### src/design/axss_pkg.sv
/*
  Constants, types and register map of the axis safety supervisor.
  Assumes one 100 MHz clock and an AHB-Lite bus with one slave.
*/
// Notes on behaviour
// [RULE1] Eight limit inputs, each shared by axis n and axis n+4.
// [RULE2] Position and velocity modes stop only when moving toward that limit.
// [RULE3] Contour mode stops on any active limit regardless of direction.
// [RULE4] Torque mode ignores limit inputs.
// [RULE5] Four coarse-home inputs, each shared by axis n and axis n+4.
// [RULE6] Active-low sensing reports an opened switch or broken wire as active.
// [RULE7] Four TTL digital inputs per connector group, readable by software.
// [RULE8] Outputs high from reset until initialization completes, then low.
// [RULE9] Outputs default sourcing; each can be set to sinking polarity.
// [RULE10] Sinking outputs stay active-low until host software has started.
// [RULE11] Two 14-bit A/D channels per group, eight in all, when fitted.
// [RULE12] After reset and initialization, watchdog enabled and relay energized.
// [RULE13] Following error over limit drops enable, zeroes command, flags status.
// [RULE14] Following-error condition holds until the host re-enables the axis.
// [RULE15] Allowable following error of zero disables checking for that axis.
// [RULE16] Host sets velocity, acceleration and deceleration before any motion; the design has no such registers, only a target.
// [RULE17] Servo turned on with position error drives a correcting command.
// [RULE18] Servo filter evaluated every 250 us, forming following error.
// [RULE19] Amplifier enable stays inactive high until the host enables the axis.
// [RULE20] Watchdog timeout opens the relay until next reset and initialization.
`default_nettype none
package axss_pkg;
  localparam int unsigned NUM_AXES = 8;
  localparam int unsigned NUM_PAIRS = 4;
  localparam int unsigned NUM_DIN = 16;
  localparam int unsigned NUM_DOUT = 16;
  localparam int unsigned NUM_ADC = 8;
  localparam int unsigned ADC_W = 14;
  localparam int unsigned POS_W = 24;
  localparam int unsigned CMD_W = 16;
  // ************************************************************
  // Timing
  // ************************************************************
  localparam int unsigned CLK_MHZ = 100;
  localparam int unsigned SERVO_PERIOD_US = 250;
  localparam int unsigned SERVO_CYCLES = SERVO_PERIOD_US * CLK_MHZ;
  localparam int unsigned INIT_MIN_S = 30;
  localparam longint unsigned INIT_CYCLES = longint'(INIT_MIN_S) * 1000000 * CLK_MHZ;
  localparam int unsigned WDOG_TIMEOUT_US = 100000;
  localparam int unsigned WDOG_CYCLES = WDOG_TIMEOUT_US * CLK_MHZ;
  // ************************************************************
  // Register map (byte addresses)
  // ************************************************************
  localparam logic [7:0] REG_CTRL = 8'h00;   // [0] host started, [1] watchdog kick
  localparam logic [7:0] REG_STATUS = 8'h04; // [0] init done, [1] relay, [2] wdog trip
  localparam logic [7:0] REG_ENABLE = 8'h08; // Write 1 = axis enable call
  localparam logic [7:0] REG_DISABLE = 8'h0C;
  localparam logic [7:0] REG_FERR = 8'h10;   // Following-error flags
  localparam logic [7:0] REG_STOP = 8'h14;   // Limit stop flags
  localparam logic [7:0] REG_INPOL = 8'h18;  // [7:0] limit, [11:8] home active-low
  localparam logic [7:0] REG_OUTPOL = 8'h1C; // Active-low polarity select per output
  localparam logic [7:0] REG_DOUT = 8'h20;
  localparam logic [7:0] REG_DIN = 8'h24;    // [15:0] din, [23:16] limits, [27:24] home
  localparam logic [7:0] REG_MODE = 8'h28;   // 2 bits per axis
  localparam logic [7:0] REG_SEL = 8'h2C;    // Axis index for windowed access
  localparam logic [7:0] REG_MAXERR = 8'h30; // Allowable error of selected axis
  localparam logic [7:0] REG_TARGET = 8'h34; // Write desired position, read following error of selected axis
  localparam logic [7:0] REG_ADC = 8'h38;    // Sample of selected A/D channel
  localparam logic [7:0] REG_GAIN = 8'h3C;   // Proportional gain shift, all axes
  localparam logic [POS_W-1:0] MAXERR_RST = 24'h000000;
  localparam logic [3:0] GAIN_RST = 4'h0;
  // ************************************************************
  // Types
  // ************************************************************
  typedef enum logic [1:0] {MODE_POSITION, MODE_VELOCITY, MODE_CONTOUR, MODE_TORQUE} axss_mode_e;
  typedef struct packed {
    logic [1:0]       htrans;
    logic             hwrite;
    logic [7:0]       haddr;
    logic             hsel;
  } axss_req_s;
  typedef logic [POS_W-1:0] axss_pos_t;
endpackage
`default_nettype wire

### src/design/axss_top.sv
/*
  Axis safety supervisor: limits, home, TTL I/O, watchdog relay,
  following-error checking and a proportional servo loop.
  Assumes AHB-Lite master, synchronous field inputs, one clock.
*/
`default_nettype none
module axss_top
  import axss_pkg::*;
#(
  parameter longint unsigned INIT_CNT = INIT_CYCLES,
  parameter int unsigned     WDOG_CNT = WDOG_CYCLES,
  parameter int unsigned     SERVO_CNT = SERVO_CYCLES
)(
  // Clock and reset
  input  wire logic                  hclk,
  input  wire logic                  hresetn,
  // AHB-Lite slave
  input  wire logic                  hsel,
  input  wire logic [7:0]            haddr,
  input  wire logic [1:0]            htrans,
  input  wire logic                  hwrite,
  input  wire logic [2:0]            hsize,
  input  wire logic [31:0]           hwdata,
  input  wire logic                  hready,
  output logic [31:0]                hrdata,
  output logic                       hreadyout,
  output logic                       hresp,
  // Field inputs
  input  wire logic [7:0]            limit_in,
  input  wire logic [3:0]            home_in,
  input  wire logic [NUM_DIN-1:0]    din,
  input  wire logic [NUM_AXES*POS_W-1:0] enc_pos,
  input  wire logic [NUM_ADC*ADC_W-1:0]  adc_data,
  input  wire logic                  adc_fitted,
  // Field outputs
  output logic [NUM_DOUT-1:0]        dout,
  output logic [NUM_AXES-1:0]        amp_enable_n,
  output logic [NUM_AXES*CMD_W-1:0]  cmd_out,
  output logic                       wdog_relay
);
  // ************************************************************
  // Bus address phase capture
  // ************************************************************
  axss_req_s req_ff, nxt_req;
  always_comb
  begin
    nxt_req = '{htrans: htrans, hwrite: hwrite, haddr: haddr, hsel: hsel && hready};
    if (!(hsel && hready))
    begin
      nxt_req.htrans = 2'h0;
    end
  end
  always_ff @(posedge hclk or negedge hresetn)
  begin
    if (!hresetn)
      req_ff <= '0;
    else
      req_ff <= nxt_req;
  end
  logic wr_en;
  logic rd_en;
  assign wr_en = req_ff.hsel && req_ff.htrans[1] && req_ff.hwrite;
  assign rd_en = req_ff.hsel && req_ff.htrans[1] && !req_ff.hwrite;

  // ************************************************************
  // Control registers
  // ************************************************************
  logic                  started_ff, nxt_started;
  logic [NUM_AXES-1:0]   axen_ff, nxt_axen;
  logic [11:0]           inpol_ff, nxt_inpol;
  logic [NUM_DOUT-1:0]   outpol_ff, nxt_outpol;
  logic [NUM_DOUT-1:0]   dreg_ff, nxt_dreg;
  logic [15:0]           mode_ff, nxt_mode;
  logic [2:0]            sel_ff, nxt_sel;
  logic [3:0]            gain_ff, nxt_gain;
  logic [NUM_AXES*POS_W-1:0] maxerr_ff, nxt_maxerr;
  logic [NUM_AXES*POS_W-1:0] target_ff, nxt_target;
  logic [NUM_AXES-1:0]   ferr_ff, nxt_ferr;
  logic [NUM_AXES-1:0]   stop_ff, nxt_stop;
  logic [NUM_AXES-1:0]   ferr_trip;
  logic [NUM_AXES-1:0]   stop_trip;
  logic                  kick;
  logic                  init_done_ff;
  logic                  servo_tick;
  logic [NUM_AXES*CMD_W-1:0] nxt_cmd;
  always_comb
  begin
    nxt_started = started_ff;
    nxt_axen = axen_ff;
    nxt_inpol = inpol_ff;
    nxt_outpol = outpol_ff;
    nxt_dreg = dreg_ff;
    nxt_mode = mode_ff;
    nxt_sel = sel_ff;
    nxt_gain = gain_ff;
    nxt_maxerr = maxerr_ff;
    nxt_target = target_ff;
    kick = 1'b0;
    if (wr_en)
    begin
      unique case (req_ff.haddr)
        REG_CTRL:
        begin
          nxt_started = started_ff | hwdata[0];
          kick = hwdata[1];
        end
        REG_ENABLE: nxt_axen = axen_ff | hwdata[7:0];
        REG_DISABLE: nxt_axen = axen_ff & ~hwdata[7:0];
        REG_INPOL: nxt_inpol = hwdata[11:0]; // RULE6
        REG_OUTPOL: nxt_outpol = hwdata[15:0]; // RULE9
        REG_DOUT: nxt_dreg = hwdata[15:0];
        REG_MODE: nxt_mode = hwdata[15:0];
        REG_SEL: nxt_sel = hwdata[2:0];
        REG_GAIN: nxt_gain = hwdata[3:0];
        REG_MAXERR: nxt_maxerr[sel_ff*POS_W +: POS_W] = hwdata[POS_W-1:0];
        REG_TARGET: nxt_target[sel_ff*POS_W +: POS_W] = hwdata[POS_W-1:0];
        default: ;
      endcase
    end
    // Following-error trips drop the enable; a trip wins over a same-cycle enable write
    nxt_axen = nxt_axen & ~ferr_trip; // RULE13
  end
  // Following-error and stop flags: set wins, axis enable call clears
  always_comb
  begin
    nxt_ferr = ferr_ff;
    nxt_stop = stop_ff;
    if (wr_en && req_ff.haddr == REG_ENABLE)
    begin
      nxt_ferr = ferr_ff & ~hwdata[7:0]; // RULE14
      nxt_stop = stop_ff & ~hwdata[7:0];
    end
    nxt_ferr = nxt_ferr | ferr_trip;
    nxt_stop = nxt_stop | stop_trip;
  end
  always_ff @(posedge hclk or negedge hresetn)
  begin
    if (!hresetn)
    begin
      started_ff <= 1'b0;
      axen_ff <= '0; // RULE19
      inpol_ff <= '0;
      outpol_ff <= '0; // RULE9
      dreg_ff <= '0;
      mode_ff <= '0;
      sel_ff <= '0;
      gain_ff <= GAIN_RST;
      maxerr_ff <= {NUM_AXES{MAXERR_RST}};
      target_ff <= '0;
      ferr_ff <= '0;
      stop_ff <= '0;
    end
    else
    begin
      started_ff <= nxt_started;
      axen_ff <= nxt_axen;
      inpol_ff <= nxt_inpol;
      outpol_ff <= nxt_outpol;
      dreg_ff <= nxt_dreg;
      mode_ff <= nxt_mode;
      sel_ff <= nxt_sel;
      gain_ff <= nxt_gain;
      maxerr_ff <= nxt_maxerr;
      target_ff <= nxt_target;
      ferr_ff <= nxt_ferr;
      stop_ff <= nxt_stop;
    end
  end

  // ************************************************************
  // Initialization timer and watchdog
  // ************************************************************
  logic [38:0] init_cnt_ff, nxt_init_cnt;
  logic        nxt_init_done;
  logic [31:0] wd_cnt_ff, nxt_wd_cnt;
  logic        trip_ff, nxt_trip;
  logic        nxt_relay;
  always_comb
  begin
    nxt_init_cnt = init_cnt_ff;
    nxt_init_done = init_done_ff;
    if (!init_done_ff)
    begin
      if (init_cnt_ff == 39'(INIT_CNT - 1))
        nxt_init_done = 1'b1; // RULE8
      else
        nxt_init_cnt = init_cnt_ff + 39'h1;
    end
    nxt_wd_cnt = wd_cnt_ff;
    nxt_trip = trip_ff;
    if (init_done_ff && !trip_ff)
    begin
      if (kick)
        nxt_wd_cnt = '0;
      else if (wd_cnt_ff == WDOG_CNT - 1)
        nxt_trip = 1'b1; // RULE20
      else
        nxt_wd_cnt = wd_cnt_ff + 32'h1;
    end
    nxt_relay = init_done_ff && !nxt_trip; // RULE12 RULE20
  end
  always_ff @(posedge hclk or negedge hresetn)
  begin
    if (!hresetn)
    begin
      init_cnt_ff <= '0;
      init_done_ff <= 1'b0;
      wd_cnt_ff <= '0;
      trip_ff <= 1'b0;
      wdog_relay <= 1'b0;
    end
    else
    begin
      init_cnt_ff <= nxt_init_cnt;
      init_done_ff <= nxt_init_done;
      wd_cnt_ff <= nxt_wd_cnt;
      trip_ff <= nxt_trip;
      wdog_relay <= nxt_relay;
    end
  end

  // ************************************************************
  // Limit, home sensing and digital outputs
  // ************************************************************
  logic [7:0]          lim_act;
  logic [3:0]          home_act;
  logic [NUM_DOUT-1:0] nxt_dout;
  logic [NUM_AXES-1:0] moving_pos;
  logic [NUM_AXES-1:0] moving_neg;
  // Active-low sensing inverts, so an open wire reads as active
  assign lim_act = limit_in ^ inpol_ff[7:0]; // RULE6
  assign home_act = home_in ^ inpol_ff[11:8]; // RULE5 RULE6
  always_comb
  begin
    stop_trip = '0;
    for (int a = 0; a < NUM_AXES; a++)
    begin
      // Limit pair p: bit 2p is plus, 2p+1 minus; axis a and a+4 share it
      logic lp;
      logic ln;
      lp = lim_act[2*(a%NUM_PAIRS)]; // RULE1
      ln = lim_act[2*(a%NUM_PAIRS)+1];
      unique case (axss_mode_e'(mode_ff[2*a +: 2]))
        MODE_POSITION, MODE_VELOCITY:
          stop_trip[a] = (lp && moving_pos[a]) || (ln && moving_neg[a]); // RULE2
        MODE_CONTOUR: stop_trip[a] = lp || ln; // RULE3
        MODE_TORQUE: stop_trip[a] = 1'b0; // RULE4
      endcase
      stop_trip[a] = stop_trip[a] && axen_ff[a];
    end
    // High until init done, then low; sinking outputs held active-low
    if (!init_done_ff)
      nxt_dout = '1; // RULE8
    else if (!started_ff)
      nxt_dout = '0; // RULE10
    else
      nxt_dout = dreg_ff ^ outpol_ff; // RULE9
  end
  always_ff @(posedge hclk or negedge hresetn)
  begin
    if (!hresetn)
      dout <= '1;
    else
      dout <= nxt_dout;
  end

  // ************************************************************
  // Servo tick and per-axis loop
  // ************************************************************
  logic [15:0] tick_cnt_ff, nxt_tick_cnt;
  logic [NUM_AXES*POS_W-1:0] err_ff, nxt_err;
  always_comb
  begin
    nxt_tick_cnt = (tick_cnt_ff == 16'(SERVO_CNT - 1)) ? 16'h0 : tick_cnt_ff + 16'h1;
    servo_tick = (tick_cnt_ff == 16'(SERVO_CNT - 1)); // RULE18
    nxt_err = err_ff;
    nxt_cmd = cmd_out;
    ferr_trip = '0;
    for (int a = 0; a < NUM_AXES; a++)
    begin
      logic signed [POS_W-1:0] e;
      logic [POS_W-1:0] mag;
      e = $signed(target_ff[a*POS_W +: POS_W] - enc_pos[a*POS_W +: POS_W]);
      mag = e[POS_W-1] ? POS_W'(-e) : POS_W'(e);
      moving_pos[a] = !err_ff[a*POS_W+POS_W-1] && (err_ff[a*POS_W +: POS_W] != '0);
      moving_neg[a] = err_ff[a*POS_W+POS_W-1];
      if (servo_tick)
      begin
        nxt_err[a*POS_W +: POS_W] = e; // RULE18
        // Zero limit disables the check
        ferr_trip[a] = axen_ff[a] && (maxerr_ff[a*POS_W +: POS_W] != '0)
                       && (mag > maxerr_ff[a*POS_W +: POS_W]); // RULE13 RULE15
      end
      if (!nxt_axen[a] || stop_ff[a] || ferr_ff[a] || ferr_trip[a])
        nxt_cmd[a*CMD_W +: CMD_W] = '0; // RULE13
      else if (servo_tick)
        nxt_cmd[a*CMD_W +: CMD_W] = CMD_W'(e <<< gain_ff); // RULE17
    end
  end
  always_ff @(posedge hclk or negedge hresetn)
  begin
    if (!hresetn)
    begin
      tick_cnt_ff <= '0;
      err_ff <= '0;
      cmd_out <= '0;
      amp_enable_n <= '1; // RULE19
    end
    else
    begin
      tick_cnt_ff <= nxt_tick_cnt;
      err_ff <= nxt_err;
      cmd_out <= nxt_cmd;
      amp_enable_n <= ~nxt_axen; // RULE13 RULE19
    end
  end

  // ************************************************************
  // Read data
  // ************************************************************
  logic [31:0] nxt_rdata;
  always_comb
  begin
    nxt_rdata = '0;
    if (nxt_req.hsel && nxt_req.htrans[1] && !nxt_req.hwrite)
    begin
      unique case (nxt_req.haddr)
        REG_CTRL: nxt_rdata = {31'h0, started_ff};
        REG_STATUS: nxt_rdata = {29'h0, trip_ff, wdog_relay, init_done_ff};
        REG_ENABLE: nxt_rdata = {24'h0, axen_ff};
        REG_FERR: nxt_rdata = {24'h0, ferr_ff};
        REG_STOP: nxt_rdata = {24'h0, stop_ff};
        REG_INPOL: nxt_rdata = {20'h0, inpol_ff};
        REG_OUTPOL: nxt_rdata = {16'h0, outpol_ff};
        REG_DOUT: nxt_rdata = {16'h0, dreg_ff};
        REG_DIN: nxt_rdata = {4'h0, home_act, lim_act, din}; // RULE7
        REG_MODE: nxt_rdata = {16'h0, mode_ff};
        REG_SEL: nxt_rdata = {29'h0, sel_ff};
        REG_MAXERR: nxt_rdata = {8'h0, maxerr_ff[sel_ff*POS_W +: POS_W]};
        REG_TARGET: nxt_rdata = {8'h0, err_ff[sel_ff*POS_W +: POS_W]};
        REG_ADC: nxt_rdata = adc_fitted ? {18'h0, adc_data[sel_ff*ADC_W +: ADC_W]} : 32'h0; // RULE11
        REG_GAIN: nxt_rdata = {28'h0, gain_ff};
        default: nxt_rdata = '0;
      endcase
    end
  end
  always_ff @(posedge hclk or negedge hresetn)
  begin
    if (!hresetn)
    begin
      hrdata <= '0;
      hreadyout <= 1'b1;
      hresp <= 1'b0;
    end
    else
    begin
      hrdata <= nxt_rdata;
      hreadyout <= 1'b1;
      hresp <= 1'b0;
    end
  end
endmodule
`default_nettype wire

### config.mk
export PLATFORM = sky130hd
export DESIGN_NAME = axss_top
export DESIGN_NICKNAME = d
export VERILOG_FILES = /design/src/design/axss_pkg.sv /design/src/design/axss_top.sv
export SDC_FILE = /design/constraint.sdc
export NUM_CORES = 2
export LEC_CHECK = 0
export ABC_CLOCK_PERIOD_IN_PS = 11700
export BUFFER_PORTS_ARGS = -buffer_cell sky130_fd_sc_hd__buf_2
export CAP_MARGIN = 5
export CORE_UTILIZATION = 45
export CTS_CLUSTER_DIAMETER = 30
export DETAILED_ROUTE_END_ITERATION = 8
export PLACE_DENSITY_LB_ADDON = 0.1
export SKIP_LAST_GASP = 1
export SYNTH_ARGS = -nofsm -noshare
export SYNTH_HDL_FRONTEND = slang
export SYNTH_SLANG_ARGS = --single-unit
### constraint.sdc
create_clock -name hclk -period 11.7 [get_ports hclk]
set_input_delay 0 -clock hclk [delete_from_list [all_inputs] [get_ports hclk]]
set_output_delay 0 -clock hclk [all_outputs]
set_load 0.01 [all_outputs]
==> metrics.md <==
| Metric | Value |
|---|---|
| Post-DP HPWL | `243,000 um` |
| Drt wl/cell | `30.2 um` |
| IO Port Bufs | `551` |
| Detail Route Antenna Nets | `0` |
| Seq/Total Area, Yosys | `35.7%` |
| CTS tree | `built` |
| CP top delay family | `compound AO/OA/AOI/OAI gates` |
| Worst VDD drop | `140 uV` |
| Crit start category | `flip-flop` |
| Number of synthesized flops with an enable pin | `0` |
| Post-Layout Inst Area | `83,600 sq um` |
| Fillers | `13,000` |
| Worst-path clk slew | `0.04 ns` |
| Crit-path slowest cell | `or4_1` |
| CTS Root Buffer Type | `clkbuf_16` |
| Leak pwr | `0.0390 uW` |
| Final hold vios | `0` |
| Clock buffer depth | `4` |
| Core ar. | `146,000 sq um` |
| Max Cap Viol | `0` |
| Final period utilization | `66.1%` |
| Syn avg cell area | `8.95 sq um` |
| H-tree Lvls | `5` |
| Vias | `65,100` |
| Initial Util | `45.5%` |
| Total CTS buffers | `279` |
| Cell Area, Placed | `71,900 sq um` |
| Gate count of the mapped netlist | `7,450` |
| Synthesized area | `66,700 sq um` |
| Nets@finish | `9,090` |
| Synth cell types | `107` |
| Setup tns final | `0 ns` |
| CP bufs+invs | `4` |
| GRT Residual Overflow | `0` |
| Vias in the first global route | `61,900` |
| Fin. max-slew vios | `0` |
| Vias per cell | `6.24` |
| Largest net degree at the start of global routing | `165` |
| Min Tclk post-route | `7.73 ns` |
| Clock Latency Late Sink | `0.91 ns` |
| Area delta synth->final | `25.3%` |
| Crit end category | `flip-flop` |
| Outcome | `finished, final reports clean` |
| Die area | `150,000 sq um` |
| DIE WIDTH | `387 um` |
| Main synth FF type | `dfrtp_1` |
| CP most frequent cell | `inv_1` |
| Worst path max stage delay | `0.77 ns` |
| Fin Clk Skew | `0.0705 ns` |
| Residual DRC count | `0` |
| Gr usage total | `41.3%` |
| CP arrival | `8.50 ns` |
| Drt initial violations | `7,793` |
| Yosys warnings | `0` |
| CTS hold repair buffers | `215` |
| # Post-CTS Setup Buffers | `0` |
| Crit Path Category | `flip-flop to flip-flop` |
| Share of layout cells above drive strength 1 | `19.4%` |
| Antenna violations before repair | `32` |
| Final setup fails | `0` |
| Slew headroom | `5.34%` |
| PwrDens | `149 nW/um^2` |
| RSZ-0062 raised after global routing | `no` |
| Ports | `570` |
| CP Max Fanout | `16` |
| Post-CTS Resized | `0` |
| Worst Hold Class | `input pin to flip-flop` |
| Rows | `140` |
| CP Data Required Time | `12.47 ns` |
| Pre-antenna DRT Iters | `6` |
| Die Height | `387 um` |
| GPL Wtd Cong | `1.04` |
| Asr flop ratio synth | `100%` |
| Achievable clock frequency | `0.129 GHz` |
| Tightest Pin Transition | `1.41 ns` |
| Total Wirelength | `315,000 um` |
| Number of synthesized register bits | `949` |
| First-pass GRT wire length | `447,000 um` |
| CTS Sinks | `949` |
-- cells in the mapped netlist (42+ instances only) --
library cell,instances,area [sq um]
ha_1,394,4930
a21oi_1,360,1800
inv_1,496,1860
xnor2_1,263,2300
a31oi_1,63,394
o211ai_1,49,368
a22oi_1,100,751
mux2i_1,86,861
o21a_1,69,518
and2_1,42,263
a21o_1,124,931
o31ai_1,57,428
nor2b_1,53,332
and3_1,58,363
nand4_1,88,551
a22o_1,72,631
a211oi_1,44,330
o21ai_0,611,3060
nor3_1,106,531
nand2_1,1081,4060
clkbuf_1,301,1130
xor2_1,175,1530
nor2_1,546,2050
dfrtp_1,925,23100
mux2_2,196,2210
nor4_1,136,851
mux4_2,189,4260
nand3_1,146,731
-- layer usage --
metal	up-vias	track usage (%)	routed length (um)
li1	28600	-	-
met3	740	10.6	33100
met4	10	22.8	19500
met2	3726	59.7	132000
met5	-	0	57
met1	32000	56.3	130000
-- power breakdown --
part           leakage, uW  switching (uW)  total, uW  internal [uW]
logic               0.0241             847       1360            512
registers           0.0104            18.6       3330           3310
clock network      0.00463            2260       7760           5510
-- sequential cells by signal, indices dropped and copies added (netlist names), 3 cells and up --
name,cells
inpol_ff,12
outpol_ff,16
axen_ff,8
target_ff,192
mode_ff,16
ferr_ff,8
maxerr_ff,192
wd_cnt_ff,32
cmd_out,128
gain_ff,4
stop_ff,8
dout,16
init_cnt_ff,39
sel_ff,3
amp_enable_n,8
req_ff,11
dreg_ff,16
tick_cnt_ff,16
hrdata,28
err_ff,192
-- worst reg2reg max path, delay by kind of cell (launching register included) --
family	cells	cell delay [ns]
AOI/OAI and AO/OA	11	3.44
and+or+nand+nor	7	2.30
adders and majority gates	3	0.85
buffers and inverters	4	0.50
DFF	1	0.36
xor gates and xnor gates	1	0.16
-- final cells by class --
type	instances	area [sq um]	share of cell area, %
tap	1917	2400	2.87
clock inverter	118	1760	2.10
clock buffer	356	7740	9.26
sequential	949	23800	28.5
inverter	500	1880	2.25
timing repair buffer	915	6110	7.31
antenna	18	45.0	0.0539
multi-input combinational	5659	39800	47.7
-- path summary, 6_finish.rpt --
kind,end,startpoint,cells past startpoint,slack [ns]
hold reg to reg,tick_cnt_ff[0],tick_cnt_ff[0],1,0.46
setup / recovery,cmd_out[109],target_ff[144],26,3.97
setup reg to reg,cmd_out[109],target_ff[144],26,3.97
hold / removal,err_ff[74],enc_pos[73],6,0.04
min in group asynchronous,target_ff[142],hresetn,4,0.40
max in group asynchronous,cmd_out[28],hresetn,5,9.49
-- through the flow --
step	power, uW	setup WS [ns]	utilization [%]	std cells	hold WS (ns)
final	12500	3.97	57.1	10400	0.0413
after global routing	12800	3.56	57.0	10400	0.0117
after CTS	12500	4.13	57.0	10400	0.000155
after detailed placement	4630	4.16	49.1	9725	0.0325
after global placement	4620	4.18	49.1	9725	0.0283
after floorplan	4120	5.69	-	7454	-0.296
-- logic make-up (layout without fill, tap and decap cells) --
group / count (synthesis) / count (layout) / share of synthesized area (%)
simple gates: 2472 / 2472 / 17.1
compound gates: 1869 / 1869 / 18.1
flops: 949 / 949 / 35.7
buf+inv: 846 / 1889 / 4.81
mux: 471 / 471 / 11.0
xor+xnor: 438 / 438 / 5.75
fa+ha+maj: 403 / 403 / 7.66
other cells: 2 / 24 / 0.0113
-- cells in the final DEF (no fill, tap or decap), drive strengths merged, types with 50 or more instances in the layout --
| cell | instances |
|---|---|
| mux2i | 86 |
| clkbuf | 356 |
| dlygate4sd3 | 214 |
| nand4 | 88 |
| buf | 701 |
| inv | 513 |
| xor2 | 175 |
| and3 | 58 |
| o31ai | 57 |
| nand2 | 1081 |
| o211ai | 50 |
| mux4 | 189 |
| o21ai | 619 |
| nor3 | 109 |
| nor4 | 139 |
| xnor2 | 263 |
| nand3 | 147 |
| a22o | 72 |
| o21a | 69 |
| a21o | 124 |
| a21oi | 360 |
| a31oi | 64 |
| mux2 | 196 |
| nor2b | 53 |
| dfrtp | 925 |
| a22oi | 100 |
| ha | 394 |
| nor2 | 546 |
(Power assumes the default switching activity.)
